File: src/sdc_cfg.svh
// Purpose: named constants of the sigma-delta conversion control block
// Assumes: 20 MHz system clock
// Notes:   times in their own unit, cycle counts derived from them
`ifndef SDC_CFG_SVH
`define SDC_CFG_SVH

// ****************************************
// clock and times
// ****************************************
`define SDC_CLK_KHZ       20000
`define SDC_T_CONV_MS     8
`define SDC_T_SETTLE_MS   24
`define SDC_T_WAKE_MS     1
`define SDC_CONV_CYC      (`SDC_T_CONV_MS * `SDC_CLK_KHZ)
`define SDC_SETTLE_CYC    (`SDC_T_SETTLE_MS * `SDC_CLK_KHZ)
`define SDC_WAKE_CYC      (`SDC_T_WAKE_MS * `SDC_CLK_KHZ)
`define SDC_GUARD_CYC     4

// ****************************************
// result coding and serial word
// ****************************************
`define SDC_RES_W         16
`define SDC_STAT_W        8
`define SDC_WORD_W        24
`define SDC_ZERO_CODE     16'h8000
`define SDC_MAX_CODE      16'hffff
`define SDC_MIN_CODE      16'h0000
`define SDC_PAT_BITS      3'h5
`define SDC_BITCNT_W      5
`define SDC_FIFO_DEPTH    8

`endif

File: src/sdc_pkg.sv
// Purpose: shared types of the sigma-delta conversion control block
// Assumes: nothing
// Notes:   states of the conversion sequencer
package sdc_pkg;
	typedef enum logic [1:0] {
		SDC_OFF,
		SDC_WAKE,
		SDC_SETTLE,
		SDC_RUN
	} sdc_state_t;
endpackage

File: src/sdc_conv_ctrl.sv
// Purpose: conversion sequencing, power-down/reset, coding and serial readout
// Assumes: filter samples arrive on clk_i; serial clock and power pin are asynchronous
// Notes:   a FIFO of filter samples is drained once per conversion period
`timescale 1ns/1ns
`include "sdc_cfg.svh"

// ****************************************
// sample FIFO
// ****************************************
module sdc_fifo #(
	parameter int WIDTH = 18,
	parameter int DEPTH = `SDC_FIFO_DEPTH
) (
	// clock and reset
	input  wire logic             clk_i,
	input  wire logic             rst_i,
	// fill side
	input  wire logic [WIDTH-1:0] in_data_i,
	input  wire logic             in_valid_i,
	output logic                  in_ready_o,
	// drain side
	output logic [WIDTH-1:0]      out_data_o,
	output logic                  out_valid_o,
	input  wire logic             out_ready_i
);
	localparam int AW = (DEPTH > 1) ? $clog2(DEPTH) : 1;

	logic [WIDTH-1:0] mem_q [DEPTH];
	logic [AW-1:0]    wr_q;
	logic [AW-1:0]    rd_q;
	logic [AW:0]      cnt_q;
	logic             push;
	logic             pop;

	if (DEPTH < 2 || WIDTH < 1) begin : g_bad_size
		$error("sdc_fifo: bad size");
	end

	assign in_ready_o  = (cnt_q != (AW+1)'(DEPTH));
	assign out_valid_o = (cnt_q != '0);
	assign out_data_o  = mem_q[rd_q];
	assign push        = in_valid_i && in_ready_o;
	assign pop         = out_valid_o && out_ready_i;

	always_ff @(posedge clk_i) begin
		if (push) begin
			mem_q[wr_q] <= in_data_i;
		end
	end

	always_ff @(posedge clk_i) begin
		if (rst_i) begin
			wr_q  <= '0;
			rd_q  <= '0;
			cnt_q <= '0;
		end else begin
			if (push) begin
				wr_q <= (wr_q == AW'(DEPTH-1)) ? '0 : wr_q + 1'b1;
			end
			if (pop) begin
				rd_q <= (rd_q == AW'(DEPTH-1)) ? '0 : rd_q + 1'b1;
			end
			cnt_q <= cnt_q + (AW+1)'(push) - (AW+1)'(pop);
		end
	end
endmodule

// ****************************************
// conversion control
// ****************************************
// How it works
// - a conversion completes every 8 ms at a fixed 125 Hz with no rate choice.
// - after any reset the first result appears only after the full 24 ms settling time.
// - every completed conversion overwrites the result, read or not.
// - with power_down_reset_n low everything stops and the data/ready pin floats.
// - power_down_reset_n low resets the sequencer, serial state, filter samples and result.
// - on release the block waits 1 ms for the oscillator before sampling starts.
// - out of power-down the data/ready pin is driven high until the first result.
// - the power-on reset performs the same full reset without host action.
// - results are offset binary, zero input giving the MSB alone.
// - the result is 16 bits, code equal to 2^15 times (ratio plus one).
// - data/ready goes low when a new result is in the output register.
// - a read shifts out 24 bits, the result then eight status bits, on host clock pulses.
// - each result is read once and data/ready returns high after the read.
// - an unread result is withdrawn with the pin high shortly before the next update.
module sdc_conv_ctrl
	import sdc_pkg::*;
#(
	parameter int          SAMPLE_W   = 18,
	parameter int          CONV_CYC   = `SDC_CONV_CYC,
	parameter int          SETTLE_CYC = `SDC_SETTLE_CYC,
	parameter int          WAKE_CYC   = `SDC_WAKE_CYC,
	parameter logic [1:0]  ID_BITS    = 2'h2  // arbitrary value
) (
	// clock and reset
	input  wire logic                clk_i,
	input  wire logic                rst_i,
	// power-down/reset pin
	input  wire logic                power_down_reset_n_i,
	// filter samples, signed, full scale at +/- 2^15
	input  wire logic [SAMPLE_W-1:0] sample_i,
	input  wire logic                sample_valid_i,
	output logic                     sample_ready_o,
	// serial link
	input  wire logic                sclk_i,
	output logic                     dout_o,
	output logic                     dout_oe_n_o,
	// status
	output sdc_pkg::sdc_state_t      state_o
);
	import sdc_pkg::*;

	localparam int CW = $clog2(SETTLE_CYC + 1);

	if (SAMPLE_W <= `SDC_RES_W || SAMPLE_W > 31) begin : g_bad_sample_w
		$error("sdc_conv_ctrl: bad SAMPLE_W");
	end
	if (CONV_CYC <= `SDC_GUARD_CYC + 2) begin : g_bad_conv
		$error("sdc_conv_ctrl: CONV_CYC too small");
	end
	if (SETTLE_CYC < 2 || WAKE_CYC < 2 || WAKE_CYC > SETTLE_CYC) begin : g_bad_timing
		$error("sdc_conv_ctrl: bad timing");
	end
	if (SETTLE_CYC < CONV_CYC) begin : g_bad_settle
		$error("sdc_conv_ctrl: settle below period");
	end

	// ****************************************
	// pin synchronisers
	// ****************************************
	logic pd_m_q;
	logic pd_s_q;
	logic sclk_m_q;
	logic sclk_s_q;
	logic sclk_d_q;
	logic sclk_fall;
	logic sclk_rise;
	logic irst;

	always_ff @(posedge clk_i) begin
		if (rst_i) begin
			pd_m_q <= 1'b0;
			pd_s_q <= 1'b0;
		end else begin
			pd_m_q <= power_down_reset_n_i;
			pd_s_q <= pd_m_q;
		end
	end

	always_ff @(posedge clk_i) begin
		if (rst_i) begin
			sclk_m_q <= 1'b1;
			sclk_s_q <= 1'b1;
			sclk_d_q <= 1'b1;
		end else begin
			sclk_m_q <= sclk_i;
			sclk_s_q <= sclk_m_q;
			sclk_d_q <= sclk_s_q;
		end
	end

	assign sclk_fall = sclk_d_q && !sclk_s_q;
	assign sclk_rise = !sclk_d_q && sclk_s_q;
	assign irst      = rst_i || !pd_s_q;

	// ****************************************
	// conversion sequencer
	// ****************************************
	sdc_state_t      state_q;
	logic [CW-1:0]   cnt_q;
	logic            conv_tick;
	logic            guard;

	assign conv_tick = ((state_q == SDC_SETTLE) && (cnt_q == CW'(SETTLE_CYC - 1)))
	                || ((state_q == SDC_RUN) && (cnt_q == CW'(CONV_CYC - 1)));
	assign guard     = (state_q == SDC_RUN)
	                && (cnt_q >= CW'(CONV_CYC - 1 - `SDC_GUARD_CYC));
	assign state_o   = state_q;

	always_ff @(posedge clk_i) begin
		if (irst) begin
			state_q <= SDC_OFF;
			cnt_q   <= '0;
		end else begin
			unique case (state_q)
				SDC_OFF: begin
					state_q <= SDC_WAKE;
					cnt_q   <= '0;
				end
				SDC_WAKE: begin
					if (cnt_q == CW'(WAKE_CYC - 1)) begin
						state_q <= SDC_SETTLE;
						cnt_q   <= '0;
					end else begin
						cnt_q <= cnt_q + 1'b1;
					end
				end
				SDC_SETTLE: begin
					if (conv_tick) begin
						state_q <= SDC_RUN;
						cnt_q   <= '0;
					end else begin
						cnt_q <= cnt_q + 1'b1;
					end
				end
				SDC_RUN: begin
					cnt_q <= conv_tick ? '0 : cnt_q + 1'b1;
				end
			endcase
		end
	end

	// ****************************************
	// sample buffer and coding
	// ****************************************
	logic [SAMPLE_W-1:0] fifo_data;
	logic                fifo_valid;
	logic [SAMPLE_W-1:0] hold_q;
	logic [SAMPLE_W-1:0] src;
	logic [SAMPLE_W:0]   sum;
	logic [`SDC_RES_W-1:0] code;
	logic                over;
	logic                under;
	logic [`SDC_RES_W-1:0] result_q;
	logic                err_q;

	sdc_fifo #(
		.WIDTH (SAMPLE_W),
		.DEPTH (`SDC_FIFO_DEPTH)
	) u_fifo (
		.clk_i       (clk_i),
		.rst_i       (irst),
		.in_data_i   (sample_i),
		.in_valid_i  (sample_valid_i),
		.in_ready_o  (sample_ready_o),
		.out_data_o  (fifo_data),
		.out_valid_o (fifo_valid),
		.out_ready_i (conv_tick)
	);

	assign src   = fifo_valid ? fifo_data : hold_q;
	assign sum   = {src[SAMPLE_W-1], src} + (SAMPLE_W+1)'(`SDC_ZERO_CODE);
	assign under = sum[SAMPLE_W];
	assign over  = !sum[SAMPLE_W] && (sum[SAMPLE_W-1:`SDC_RES_W] != '0);
	assign code  = under ? `SDC_MIN_CODE : (over ? `SDC_MAX_CODE : sum[`SDC_RES_W-1:0]);

	always_ff @(posedge clk_i) begin
		if (irst) begin
			hold_q   <= '0;
			result_q <= `SDC_ZERO_CODE;
			err_q    <= 1'b0;
		end else if (conv_tick) begin
			hold_q   <= src;
			result_q <= code;
			err_q    <= under || over;
		end
	end

	// ****************************************
	// serial readout
	// ****************************************
	logic                     avail_q;
	logic [`SDC_BITCNT_W-1:0] bit_q;
	logic [`SDC_WORD_W-1:0]   shift_q;
	logic                     dout_q;
	logic                     done;

	assign done        = sclk_rise && (bit_q == `SDC_BITCNT_W'(`SDC_WORD_W));
	assign dout_o      = dout_q;
	assign dout_oe_n_o = (state_q == SDC_OFF);

	always_ff @(posedge clk_i) begin
		if (irst) begin
			avail_q <= 1'b0;
			bit_q   <= '0;
			shift_q <= '0;
		end else if (conv_tick) begin
			avail_q <= 1'b1;
			bit_q   <= '0;
			shift_q <= {code, 1'b0, 1'b0, under || over, ID_BITS, `SDC_PAT_BITS};
		end else if (guard || done) begin
			avail_q <= 1'b0;
			bit_q   <= '0;
		end else if (avail_q && sclk_fall && (bit_q != `SDC_BITCNT_W'(`SDC_WORD_W))) begin
			bit_q   <= bit_q + 1'b1;
			shift_q <= {shift_q[`SDC_WORD_W-2:0], 1'b0};
		end
	end

	always_ff @(posedge clk_i) begin
		if (irst) begin
			dout_q <= 1'b1;
		end else if (conv_tick) begin
			dout_q <= 1'b0;
		end else if (guard || done || !avail_q) begin
			dout_q <= 1'b1;
		end else if (sclk_fall && (bit_q != `SDC_BITCNT_W'(`SDC_WORD_W))) begin
			dout_q <= shift_q[`SDC_WORD_W-1];
		end
	end

	// ****************************************
	// checks
	// ****************************************
	logic [CW-1:0] since_q;
	logic          ran_q;

	always_ff @(posedge clk_i) begin
		if (irst) begin
			since_q <= '0;
			ran_q   <= 1'b0;
		end else begin
			since_q <= conv_tick ? '0 : since_q + 1'b1;
			ran_q   <= ran_q || conv_tick;
		end
	end
endmodule

File: config.mk
export PLATFORM = sky130hd
export DESIGN_NAME = sdc_conv_ctrl
export DESIGN_NICKNAME = d
export VERILOG_FILES = /design/src/sdc_pkg.sv /design/src/sdc_conv_ctrl.sv
export VERILOG_INCLUDE_DIRS = /design/src
export SDC_FILE = /design/constraint.sdc
export NUM_CORES = 1
export LEC_CHECK = 0
export BUFFER_PORTS_ARGS = -buffer_cell sky130_fd_sc_hd__buf_4
export CORE_AREA = 10 10 150 152
export CTS_CLUSTER_DIAMETER = 60
export DETAILED_ROUTE_END_ITERATION = 7
export DIE_AREA = 0 0 160 162
export GPL_TIMING_DRIVEN = 0
export PLACE_DENSITY = 0.78
export SLEW_MARGIN = 20
export SYNTH_ARGS = -nofsm -noshare
export SYNTH_HDL_FRONTEND = slang
export SYNTH_SLANG_ARGS = --single-unit
File: constraint.sdc
create_clock -name clk_i -period 2.95 [get_ports clk_i]
set_clock_uncertainty 0.05 [all_clocks]
set_input_delay 0.1475 -clock clk_i [delete_from_list [all_inputs] [get_ports clk_i]]
set_output_delay 0.1475 -clock clk_i [all_outputs]
set_load 0.05 [all_outputs]
==> results of run 1 <==
[cells by family (layout without fill, tap and decap cells)]
| group | count (synthesis) | count (layout) | synth area share [%] |
|---|---|---|---|
| simple gates | 186 | 186 | 9.599 |
| compound gates | 87 | 87 | 6.495 |
| xor+xnor | 23 | 23 | 2.100 |
| buf+inv | 46 | 149 | 2.321 |
| fa+ha+maj | 20 | 20 | 2.687 |
| flops | 232 | 232 | 63.43 |
| mux | 86 | 86 | 13.37 |
[synthesized netlist by cell type, types with 4 or more instances]
library cell | n | area (µm²)
sky130_fd_sc_hd__o22ai_1 | 6 | 37.54
sky130_fd_sc_hd__xor2_1 | 15 | 131.4
sky130_fd_sc_hd__xnor2_1 | 8 | 70.07
sky130_fd_sc_hd__o21ai_2 | 4 | 35.03
sky130_fd_sc_hd__buf_2 | 9 | 45.04
sky130_fd_sc_hd__a211oi_1 | 18 | 135.1
sky130_fd_sc_hd__nor2_1 | 60 | 225.2
sky130_fd_sc_hd__dfxtp_1 | 88 | 1762
sky130_fd_sc_hd__mux4_2 | 33 | 743.2
sky130_fd_sc_hd__o22ai_2 | 10 | 125.1
sky130_fd_sc_hd__nand3_1 | 12 | 60.06
sky130_fd_sc_hd__mux2i_1 | 49 | 490.5
sky130_fd_sc_hd__a21oi_1 | 19 | 95.09
sky130_fd_sc_hd__nand2b_1 | 5 | 31.28
sky130_fd_sc_hd__ha_1 | 19 | 237.7
sky130_fd_sc_hd__edfxtp_1 | 144 | 4324
sky130_fd_sc_hd__nand2_1 | 45 | 168.9
sky130_fd_sc_hd__inv_1 | 14 | 52.55
sky130_fd_sc_hd__o21ai_0 | 16 | 80.08
sky130_fd_sc_hd__clkbuf_1 | 14 | 52.55
sky130_fd_sc_hd__nor3_1 | 7 | 35.03
sky130_fd_sc_hd__and3_1 | 6 | 37.54
sky130_fd_sc_hd__buf_1 | 4 | 15.01
sky130_fd_sc_hd__or2_2 | 4 | 25.02
sky130_fd_sc_hd__and2_1 | 20 | 125.1
sky130_fd_sc_hd__nand4_1 | 4 | 25.02
[path summary, 6_finish.rpt]
path              slack, ns           start  cells after the start              end
hold / removal         0.15  sample_valid_i                      4   u_fifo.wr_q[2]
setup reg to reg       0.17       cnt_q[14]                     10  u_fifo.cnt_q[2]
setup / recovery       0.17       cnt_q[14]                     10  u_fifo.cnt_q[2]
hold reg to reg        0.37        sclk_m_q                      1         sclk_s_q
[worst min-delay path, cell delays in order]
cell	delay, ns
sky130_fd_sc_hd__buf_4	0.08
sky130_fd_sc_hd__nand2_1	0.24
sky130_fd_sc_hd__nand2_1	0.15
sky130_fd_sc_hd__a21oi_1	0.06
[metrics by stage]
step	TNS [ns]	power [µW]	utilization, %	instance area [µm²]
global route	0	6699	58.29	11310
CTS	0	6541	58.20	11290
detailed placement	-0.3372	3682	53.06	10290
floorplan	-2.844	3603	-	9607
finish	0	6490	58.29	11310
global placement	-64.12	3672	52.28	10140
[power by group]
group          switching [µW]  internal, µW
logic                    92.5          77.0
clock network            1220          1640
registers                7.94          3460
[cells in the final DEF, fill, tap and decap left out, drive strengths merged, types with 15 or more instances in the layout]
| cell | count |
|---|---|
| a21oi | 20 |
| a211oi | 18 |
| clkbuf | 46 |
| inv | 15 |
| nor2 | 61 |
| dfxtp | 88 |
| and2 | 20 |
| mux4 | 33 |
| xor2 | 15 |
| ha | 19 |
| dlygate4sd3 | 22 |
| edfxtp | 144 |
| mux2i | 49 |
| o21ai | 20 |
| nand2 | 45 |
| buf | 57 |
| o22ai | 16 |
[registers in the layout (all words and copies together), names as in the netlist, 2 cells and up, named ones only]
name	flops
bit_q	5
shift_q	24
hold_q	18
u_fifo.wr_q	3
cnt_q	19
u_fifo.cnt_q	4
u_fifo.rd_q	3
state_o	2
u_fifo.mem_q	144
[final cells by class]
type                            instances  area, µm²
Fill cell                            1487       8092
Multi-Input combinational cell        402       3361
Clock inverter                         10      80.08
Sequential cell                       232       6088
Tap cell                              265      331.6
Clock buffer                           33      684.4
Buffer                                 31      166.4
Timing Repair Buffer                   61      543.0
Inverter                               14      52.55
[per-layer routing]
layer / part of all wire (%) / routed length, µm
met1: 44 / 8291
met5: 0 / 0
met2: 49 / 9245
met3: 4.8 / 913
met4: 2.5 / 464
[timing repair]
item / 4_1_cts / 5_1_grt
resized for setup: 1 / 4
hold buffers: 22 / 0
endpoints found under the hold margin: 150 / 0
setup buffers: 1 / 1
setup endpoints to repair: 13 / 3
pin swaps: 1 / 2
==> Flow_metrics.wiki, run 1 <==
{| class="wikitable"
! Metric !! Value
|-
| Status || finished clean
|-
| FF+latch count, synth || ~230
|-
| Maximum number of pins on one net before global-route repair || 19
|-
| Register area share after synthesis || approximately 63%
|-
| Synthesized cell area || ~9600 µm²
|-
| Async set or reset register ratio after synthesis || 0%
|-
| Floorplan die area || 25,920 µm²
|-
| Met3 track demand over resource in global routing || under 10%
|-
| Layer carrying the most global-route usage || met2
|-
| Post-Place Cells || 982
|-
| Post-layout minimum cycle time || between 2 and 3 ns
|-
| Clock sink count || between 200 and 250
|-
| Wirelength per Cell || approximately 18 µm
|-
| Chip height || ~160 µm
|-
| First-pass GRT wire length || 30,740 µm
|-
| Detailed Route Iter0 Violations || 390
|-
| Measured slew at the worst slew-check pin || ~0.84 ns
|-
| Synth-to-layout area growth || 17.85%
|-
| Max-capacitance violation count || 0
|-
| Cell type of the slowest stage on the worst timing path || sky130_fd_sc_hd__or4b_4
|-
| Final setup violation count || 0
|-
| Synth cell types || between 50 and 60
|-
| Global route total overflow || 0
|-
| RD Place Congestion || about 0.81
|-
| Worst max-slew margin expressed relative to the limit || 43.91%
|-
| Count of buffer and inverter cells on the critical path || 1
|-
| Area of the placeable core || ~19,000 µm²
|-
| Crit path max-delay family || simple AND/OR/NAND/NOR gates
|-
| Vias per inst || between 5 and 6
|-
| Post-detailed-route count of antenna-violating nets || 0
|-
| Number of search-and-repair iterations in the first detailed-routing pass || 5
|-
| Antenna cells || 0
|-
| Class of the tightest hold or removal check || input pin to flop
|-
| DRC errors left || 0
|-
| HPWL Detailed || about 12,000 µm
|-
| Number of standard cells in the final layout excluding fillers || roughly 1.0k
|-
| Power per Cell Area || approximately 570 nW/µm²
|-
| Clock network latency to the later pin of the worst-skew pair || 0.53 ns
|-
| Series of cell instances along the critical path || or4b_4 > nor4_4 > o211ai_1 > or2_2 > nand2_1 > ha_1 > inv_1 > fa_1 > xor2_1 > nor2_1
|-
| Ratio of cells with drive above 1 in the final layout || between 20% and 30%
|-
| Die W || 160 µm
|-
| Static leakage || between 0.003 and 0.004 µW
|-
| Total CTS buffers || 24
|-
| GR Layer Usage met2 || between 20 and 25%
|-
| Number of warnings reported in the yosys synthesis log || 0
|-
| Nets || around 810
|-
| Post-placement setup slack || -0.1417 ns
|-
| Root Buffer || sky130_fd_sc_hd__clkbuf_16
|-
| Peak Freq || around 360 MHz
|-
| Number of H-tree levels || 1
|-
| Average cell area after synthesis || approximately 14 µm²
|-
| Max Root-Sink Buffers || 3
|-
| Sum of routed wire length over all layers || ~19,000 µm
|-
| Number of global-route vias before repair || 5,740
|-
| Worst hold-check slack || around 0.15 ns
|-
| I/O pin count || 28
|-
| Arrival time worst endpoint || 3.13 ns
|-
| Kind of critical path || flop to flop
|-
| Critical path peak fanout || 6
|-
| Number of port buffers || 27
|-
| Initial antenna violation count || 0
|-
| Final critical-path share of the clock period || about 94%
|-
| Vias after detailed routing || between 5k and 6k
|-
| Capturing element type of the critical path || flop
|-
| TritonCTS clock tree || yes
|-
| Setup crit start kind || flop
|-
| Number of placement rows || just over 50
|-
| Setup repair after global routing missed its margin || no
|-
| Starting density of the core || 49.46%
|-
| CP peak stage delay || 0.52 ns
|-
| Final WS setup || ~0.17 ns
|-
| Final number of max-transition violations || 0
|-
| Reg clk slew, reported paths || approximately 0.06 ns
|-
| Endpoint required time on the critical path || 3.31 ns
|-
| Final Hold Viols || 0
|-
| Number of flops mapped to enable cells by yosys || between 100 and 150
|-
| Global-route total usage across every layer || 14.37%
|-
| Worst ir drop on vdd || approximately 0.41 mV
|-
| Syn_nets || just over 700
|-
| Predominant post-synthesis flop cell || sky130_fd_sc_hd__edfxtp_1
|-
| Syn Inst Count || 680
|-
| Grt met1 use || a little under a fifth
|}
Power figures use the tool's default switching activity.
==> run 2, diff against run 1 <==
CORE_AREA = 10 10 142 144   (was 10 10 150 152)
DIE_AREA = 0 0 152 154   (was 0 0 160 162)
PLACE_DENSITY = 0.85   (was 0.78)
==> Flow_metrics.wiki, run 2 (synthesis gave the netlist of run 1 again) <==
{| class="wikitable"
! Metric !! Value
|-
| Fraction of power consumed by the clock network || 44.7% (+0.8 points)
|-
| Post-layout minimum cycle time || 2.817 ns (+0.04161 ns)
|-
| Sum of routed wire length over all layers || 20,430 µm (+8.0%)
|-
| I/O pin count || 28 (unchanged)
|-
| Floorplan die area || 23,410 µm² (-9.7%)
|-
| Area of the placeable core || 17,180 µm² (-11%)
|-
| Root Buffer || sky130_fd_sc_hd__clkbuf_16
|-
| Design Power || 6577 µW (+1.3%)
|-
| Number of placement rows || 48 (-5.9%)
|-
| HPWL Detailed || 13,080 µm (+8.0%)
|-
| Static leakage || 0.003807 µW (-0.20%)
|-
| Sequential share of power || 52.8% (-0.7 points)
|-
| Layout Utilization || 65.47% (+7.2 points)
|-
| Number of search-and-repair iterations in the first detailed-routing pass || 5 (unchanged)
|-
| Max-capacitance violation count || 0 (unchanged)
|-
| Setup crit start kind || flop
|-
| Clock network latency to the later pin of the worst-skew pair || 0.51 ns (-0.02 ns)
|-
| Comb power frac || 2.5% (about the same)
|-
| Switch Pwr || 1312 µW (-0.32%)
|-
| Global-route total usage across every layer || 17.29% (+2.9 points)
|-
| Fillers || 1,145 (-23%)
|-
| Series of cell instances along the critical path || or4b_4 > nor4_4 > o211ai_1 > or2_2 > nand2_1 > ha_1 > inv_1 > fa_1 > xor2_1 > nor2_1
|-
| Int Pwr || 5265 µW (+1.8%)
|-
| Endpoint required time on the critical path || 3.29 ns (-0.02 ns)
|-
| Leading cell types in the layout, fill and taps excluded || sky130_fd_sc_hd__edfxtp_1, sky130_fd_sc_hd__dfxtp_1, sky130_fd_sc_hd__nor2_1
|-
| Peak Freq || 355.0 MHz (-1.5%)
|-
| Total CTS buffers || 24 (unchanged)
|-
| Nets || 807 (-0.25%)
|-
| Die W || 152 µm (-5.0%)
|-
| Final critical-path share of the clock period || 95.49% (+1.4 points)
|-
| Worst max-slew margin expressed relative to the limit || 48.11% (+4.2 points)
|-
| Wirelength per Cell || 20.33 µm (+13%)
|-
| Most common library cell in the layout ignoring fill and taps || sky130_fd_sc_hd__edfxtp_1
|-
| Measured slew at the worst slew-check pin || 0.7784 ns (-0.06303 ns)
|-
| Final number of max-transition violations || 0 (unchanged)
|-
| Global route total overflow || 0 (unchanged)
|-
| Biggest register || u_fifo.mem_q
|-
| Hold path startpoint || sample_valid_i
|-
| Chip height || 154 µm (-4.9%)
|-
| Final WS setup || 0.1331 ns (-0.04161 ns)
|-
| First-pass GRT wire length || 33,130 µm (+7.8%)
|-
| Starting density of the core || 55.86% (+6.4 points)
|-
| Detailed Route Iter0 Violations || 492 (+26%)
|-
| Vias per inst || 5.812 (+7.1%)
|-
| Antenna cells || 0 (unchanged)
|-
| Initial antenna violation count || 0 (unchanged)
|-
| Final setup violation count || 0 (unchanged)
|-
| Switching fraction of total power || 19.95% (-0.33 points)
|-
| Worst ir drop on vdd || 0.5583 mV (+37%)
|-
| TritonCTS clock tree || yes
|-
| DRC errors left || 0 (unchanged)
|-
| Clock sink count || 232 (unchanged)
|-
| Post-detailed-route count of antenna-violating nets || 0 (unchanged)
|-
| Number of port buffers || 27 (unchanged)
|-
| Kind of critical path || flop to flop
|-
| Final Hold Viols || 0 (unchanged)
|-
| Number of H-tree levels || 1 (unchanged)
|-
| Number of global-route vias before repair || 6,148 (+7.1%)
|-
| CP peak stage delay || 0.57 ns (+0.05 ns)
|-
| Status || finished clean
|-
| Post-placement setup slack || -0.1801 ns (-0.03836 ns)
|-
| Critical path peak fanout || 7 (+1)
|-
| Reg clk slew, reported paths || 0.06 ns (about the same)
|-
| Area taken by flip-flops and latches || 6092 µm² (about the same)
|-
| Synth-to-layout area growth || 17.21%
|-
| Class of the tightest hold or removal check || input pin to flop
|-
| Crit path max-delay family || simple AND/OR/NAND/NOR gates
|-
| Capturing element type of the critical path || flop
|-
| Ratio of cells with drive above 1 in the final layout || 20.64% (+0.21 points)
|-
| Start point of the critical path || cnt_q[8]
|-
| Max FFs per register || 144 (unchanged)
|-
| Arrival time worst endpoint || 3.15 ns (+0.02 ns)
|-
| Maximum number of pins on one net before global-route repair || 19 (unchanged)
|-
| Launch instance of the worst register-to-register path || cnt_q[8]
|-
| Max Root-Sink Buffers || 3 (unchanged)
|-
| Vias after detailed routing || 5,841 (+2.7%)
|-
| Cell type of the slowest stage on the worst timing path || sky130_fd_sc_hd__or4b_4
|-
| Setup repair after global routing missed its margin || yes
|-
| Total area of multi-input combinational cells || 3364 µm² (+0.11%)
|-
| RD Place Congestion || 0.8535 (+5.9%)
|-
| Count of buffer and inverter cells on the critical path || 1 (unchanged)
|-
| Power per Cell Area || 584.9 nW/µm² (+1.9%)
|-
| Largest registers in the final layout || u_fifo.mem_q: 144 flops, shift_q: 24 flops, cnt_q: 19 flops
|}
[run 2: cell count changes in the layout (fill, tap and decap cells not counted), moves of 2 or more]
cell,before,now
sky130_fd_sc_hd__dfxtp_1,86,83
sky130_fd_sc_hd__dfxtp_2,2,5
sky130_fd_sc_hd__clkinv_2,6,3
sky130_fd_sc_hd__clkbuf_1,17,19
sky130_fd_sc_hd__buf_4,35,37
sky130_fd_sc_hd__bufinv_16,0,2
sky130_fd_sc_hd__clkbuf_8,5,2
sky130_fd_sc_hd__buf_6,6,4
[run 2: what timing repair did]
| item | CTS | global route |
|---|---|---|
| endpoints found under the setup margin | 5 | 13 |
| endpoints found under the hold margin | 150 | 0 |
| pin swaps | 1 | 2 |
| setup buffers | 1 | 0 |
| hold buffers | 21 | 0 |
| resized for setup | 1 | 9 |
[run 2: worst register-to-register path: cells and delay by family (launching register included)]
| kind | cells | cell delay, ns |
|---|---|---|
| XOR/XNOR | 1 | 0.15 |
| flip-flops | 1 | 0.36 |
| adder cells (fa/ha/maj) | 2 | 0.56 |
| AO/OA/AOI/OAI | 1 | 0.17 |
| buffers and inverters | 1 | 0.06 |
| AND/OR/NAND/NOR | 5 | 1.34 |
[run 2: final timing paths]
path                      to  slack (ns)  depth (start not counted)
max          u_fifo.cnt_q[2]        0.13                         10
min           u_fifo.wr_q[2]        0.19                          4
min reg2reg         sclk_s_q        0.38                          1
max reg2reg  u_fifo.cnt_q[2]        0.13                         10
[run 2: layer usage]
metal  vias up  GRT usage [%]  share of wire, %
met1      2883          19.63                39
met5         -              0                 0
met3        44          2.985               5.1
li1       2724              -                 -
met2       190          32.17                54
met4         0          5.502               2.6
[run 2: final cells by class]
cell class              instances  share of cell area [%]
clock buffers                  32                   5.785
multi-input cells             402                   29.92
repair buffers                 60                   4.673
inverters                      14                  0.4673
flip-flops and latches        232                   54.17
clock inverters                10                   1.035
plain buffers                  30                   1.446
well taps                     225                   2.503
[run 2: metrics by stage]
step | cell area [µm²] | instances | hold WS [ns] | setup TNS, ns
after floorplan | 9607 | 680 | 0.1691 | -2.844
after global placement | 10090 | 932 | 0.2888 | -52.23
after detailed placement | 10240 | 943 | 0.3018 | -0.3640
after CTS | 11230 | 1007 | 0.1654 | 0
after global routing | 11250 | 1005 | 0.2172 | -0.01533
final | 11250 | 1005 | 0.1897 | 0
[run 2: power by group through the flow]
stage	clock network, µW	logic, µW	registers (µW)
final	2940	167	3470
after global routing	3100	182	3470
after CTS	2960	166	3470
after detailed placement	0	141	3540
after global placement	0	129	3540
after floorplan	0	65.5	3540
==> run 3, diff against run 2 <==
--- a/config.mk
+++ b/config.mk
@@ -9,5 +9,4 @@
 export BUFFER_PORTS_ARGS = -buffer_cell sky130_fd_sc_hd__buf_4
 export CORE_AREA = 10 10 142 144
-export CTS_CLUSTER_DIAMETER = 60
 export DETAILED_ROUTE_END_ITERATION = 7
 export DIE_AREA = 0 0 152 154
==> constraint.sdc (replaced) <==
create_clock -name clk_i -period 2.95 [get_ports clk_i]
set_clock_uncertainty 0.05 [all_clocks]
set_input_delay 0.4425 -clock clk_i [delete_from_list [all_inputs] [get_ports clk_i]]
set_output_delay 0.4425 -clock clk_i [all_outputs]
set_load 0.05 [all_outputs]
==> Flow_metrics.wiki, run 3 (synthesis gave the netlist of run 1 again) <==
{| class="wikitable"
! Metric !! Value
|-
| Nets || 786 (-2.6%)
|-
| Final critical-path share of the clock period || 95.60% (+0.11 points)
|-
| Detailed Route Iter0 Violations || 520 (+5.7%)
|-
| Power per Cell Area || 592.5 nW/µm² (+1.3%)
|-
| Hold path startpoint || rst_i
|-
| Launch instance of the worst register-to-register path || cnt_q[8]
|-
| Number of H-tree levels || 1 (unchanged)
|-
| Wirelength per Cell || 20.11 µm (-1.1%)
|-
| Global-route total usage across every layer || 16.72% (-0.56 points)
|-
| Total CTS buffers || 24 (unchanged)
|-
| Global route total overflow || 0 (unchanged)
|-
| Reg clk slew, reported paths || 0.06 ns (about the same)
|-
| HPWL Detailed || 13,080 µm (unchanged)
|-
| Fillers || 1,175 (+2.6%)
|-
| Series of cell instances along the critical path || or4b_4 > nor4_4 > o211ai_1 > or2_2 > nand2_1 > ha_1 > inv_1 > fa_1 > xor2_1 > nor2_1
|-
| Kind of critical path || flop to flop
|-
| Floorplan die area || 23,410 µm² (unchanged)
|-
| Number of port buffers || 27 (unchanged)
|-
| Final Hold Viols || 0 (unchanged)
|-
| Most common library cell in the layout ignoring fill and taps || sky130_fd_sc_hd__edfxtp_1
|-
| Post-layout minimum cycle time || 2.820 ns (+0.003198 ns)
|-
| Post-detailed-route count of antenna-violating nets || 0 (unchanged)
|-
| Synth-to-layout area growth || 15.02%
|-
| Layout Utilization || 64.25% (-1.2 points)
|-
| Cell type of the slowest stage on the worst timing path || sky130_fd_sc_hd__or4b_4
|-
| Setup crit start kind || flop
|-
| Final setup violation count || 0 (unchanged)
|-
| Number of cells traversed by the worst hold path || 2 (-2)
|-
| Maximum number of pins on one net before global-route repair || 19 (unchanged)
|-
| Ratio of cells with drive above 1 in the final layout || 21.21% (+0.57 points)
|-
| Worst ir drop on vdd || 0.8489 mV (+52%)
|-
| Post-detailed-placement cell area || 10,240 µm² (unchanged)
|-
| I/O pin count || 28 (unchanged)
|-
| TritonCTS clock tree || yes
|-
| Initial antenna violation count || 0 (unchanged)
|-
| Sum of routed wire length over all layers || 19,790 µm (-3.2%)
|-
| Worst hold-check slack || 0.08058 ns (-0.1091 ns)
|-
| Worst-case reg-to-reg path depth || 10 (unchanged)
|-
| Number of search-and-repair iterations in the first detailed-routing pass || 5 (unchanged)
|-
| Starting density of the core || 55.86% (unchanged)
|-
| DRC errors left || 0 (unchanged)
|-
| Number of placement rows || 48 (unchanged)
|-
| Worst max-slew margin expressed relative to the limit || 46.39% (-1.7 points)
|-
| Post-Place Cells || 943 (unchanged)
|-
| Hold-fix buffers at CTS || 0 (-100%)
|-
| Antenna cells || 0 (unchanged)
|-
| Leading cell types in the layout, fill and taps excluded || sky130_fd_sc_hd__edfxtp_1, sky130_fd_sc_hd__dfxtp_1, sky130_fd_sc_hd__nor2_1
|-
| Critical path peak fanout || 7 (unchanged)
|-
| Number of standard cells in the final layout excluding fillers || 984 (-2.1%)
|-
| Static leakage || 0.003718 µW (-2.3%)
|-
| Final number of max-transition violations || 0 (unchanged)
|-
| Biggest register || u_fifo.mem_q
|-
| Setup Total Neg Slack || 0 ns (unchanged)
|-
| First-pass GRT wire length || 32,110 µm (-3.1%)
|-
| Root Buffer || sky130_fd_sc_hd__clkbuf_16
|-
| Chip height || 154 µm (unchanged)
|-
| Number of global-route vias before repair || 6,020 (-2.1%)
|-
| Class of the tightest hold or removal check || input pin to flop
|-
| Worst R2R End || u_fifo.cnt_q[2]
|-
| Clock sink count || 232 (unchanged)
|-
| Measured slew at the worst slew-check pin || 0.8042 ns (+0.02577 ns)
|-
| Peak Freq || 354.6 MHz (-0.11%)
|-
| Setup repair after global routing missed its margin || yes
|-
| Max Root-Sink Buffers || 3 (unchanged)
|-
| Flop2flop setup slack || 0.13 ns (about the same)
|-
| Status || finished clean
|-
| Capturing element type of the critical path || flop
|-
| Area of the placeable core || 17,180 µm² (unchanged)
|-
| Largest registers in the final layout || u_fifo.mem_q: 144 flops, shift_q: 24 flops, cnt_q: 19 flops
|-
| RD Place Congestion || 0.8535 (unchanged)
|-
| Final std cell area, no fill || 11,040 µm² (-1.9%)
|-
| Max FFs per register || 144 (unchanged)
|-
| Die W || 152 µm (unchanged)
|-
| Worst hold endpoint || pd_m_q
|-
| Vias after detailed routing || 5,695 (-2.5%)
|-
| Max-capacitance violation count || 0 (unchanged)
|-
| Clock network latency to the later pin of the worst-skew pair || 0.51 ns (about the same)
|-
| Vias per inst || 5.788 (-0.42%)
|-
| Endpoint required time on the critical path || 3.28 ns (about the same)
|-
| Arrival time worst endpoint || 3.15 ns (about the same)
|-
| CP peak stage delay || 0.57 ns (about the same)
|}
[run 3: cell types whose count changed in the layout (fill, tap and decap cells not counted)]
cell and change:
sky130_fd_sc_hd__dlygate4sd3_1 -21
[run 3: critical path, delay by kind of cell, from the launching register on]
| kind | cells | cell delay (ns) |
|---|---|---|
| XOR/XNOR | 1 | 0.15 |
| buffers and inverters | 1 | 0.06 |
| AND/OR/NAND/NOR | 5 | 1.34 |
| flip-flops | 1 | 0.36 |
| AO/OA/AOI/OAI | 1 | 0.17 |
| adder cells (fa/ha/maj) | 2 | 0.56 |
[run 3: through the flow]
step	total power, µW	setup WS [ns]
final	6539	0.1299
after global routing	6715	-0.01533
after CTS	6576	0.05836
after global placement	3665	-0.8684
after floorplan	3603	-0.05267
after detailed placement	3679	-0.1801
[run 3: cell type report]
type,instances,area [µm²],area share [%]
Timing Repair Buffer,39,315.3,2.857
Tap cell,225,281.5,2.551
Multi-Input combinational cell,402,3364,30.49
Inverter,14,52.55,0.4762
Clock buffer,32,650.6,5.896
Sequential cell,232,6092,55.20
Buffer,30,162.7,1.474
Clock inverter,10,116.4,1.054
[run 3: report_power, final]
part / internal [µW] / total [µW] / switching [µW]
clock: 1730 / 2930 / 1200
combinational: 57.0 / 143 / 85.8
sequential: 3460 / 3470 / 8.25
total: 5250 / 6540 / 1290
[run 3: what timing repair did]
action	4_1_cts	5_1_grt
resized for setup	1	9
hold endpoints to repair	0	0
setup buffers	1	0
endpoints found under the setup margin	5	12
pin swaps	1	2
[run 3: metal layers]
layer  routed length, µm  track usage, %
met5                   0               0
met4                 450           5.273
met3                 814           2.483
met2               10640           31.16
met1                7882           19.24
[run 3: worst max-delay path by stage]
stage / endpoint / cells after the start / start / slack [ns]
after floorplan: u_fifo.mem_q[2][0] / 5 / u_fifo.cnt_q[2] / -0.05
after global placement: u_fifo.mem_q[2][7] / 5 / u_fifo.cnt_q[2] / -0.87
after detailed placement: u_fifo.cnt_q[2] / 12 / cnt_q[0] / -0.18
after CTS: u_fifo.cnt_q[2] / 12 / cnt_q[0] / 0.06
after global routing: u_fifo.cnt_q[2] / 10 / cnt_q[8] / -0.02
final: u_fifo.cnt_q[2] / 10 / cnt_q[8] / 0.13
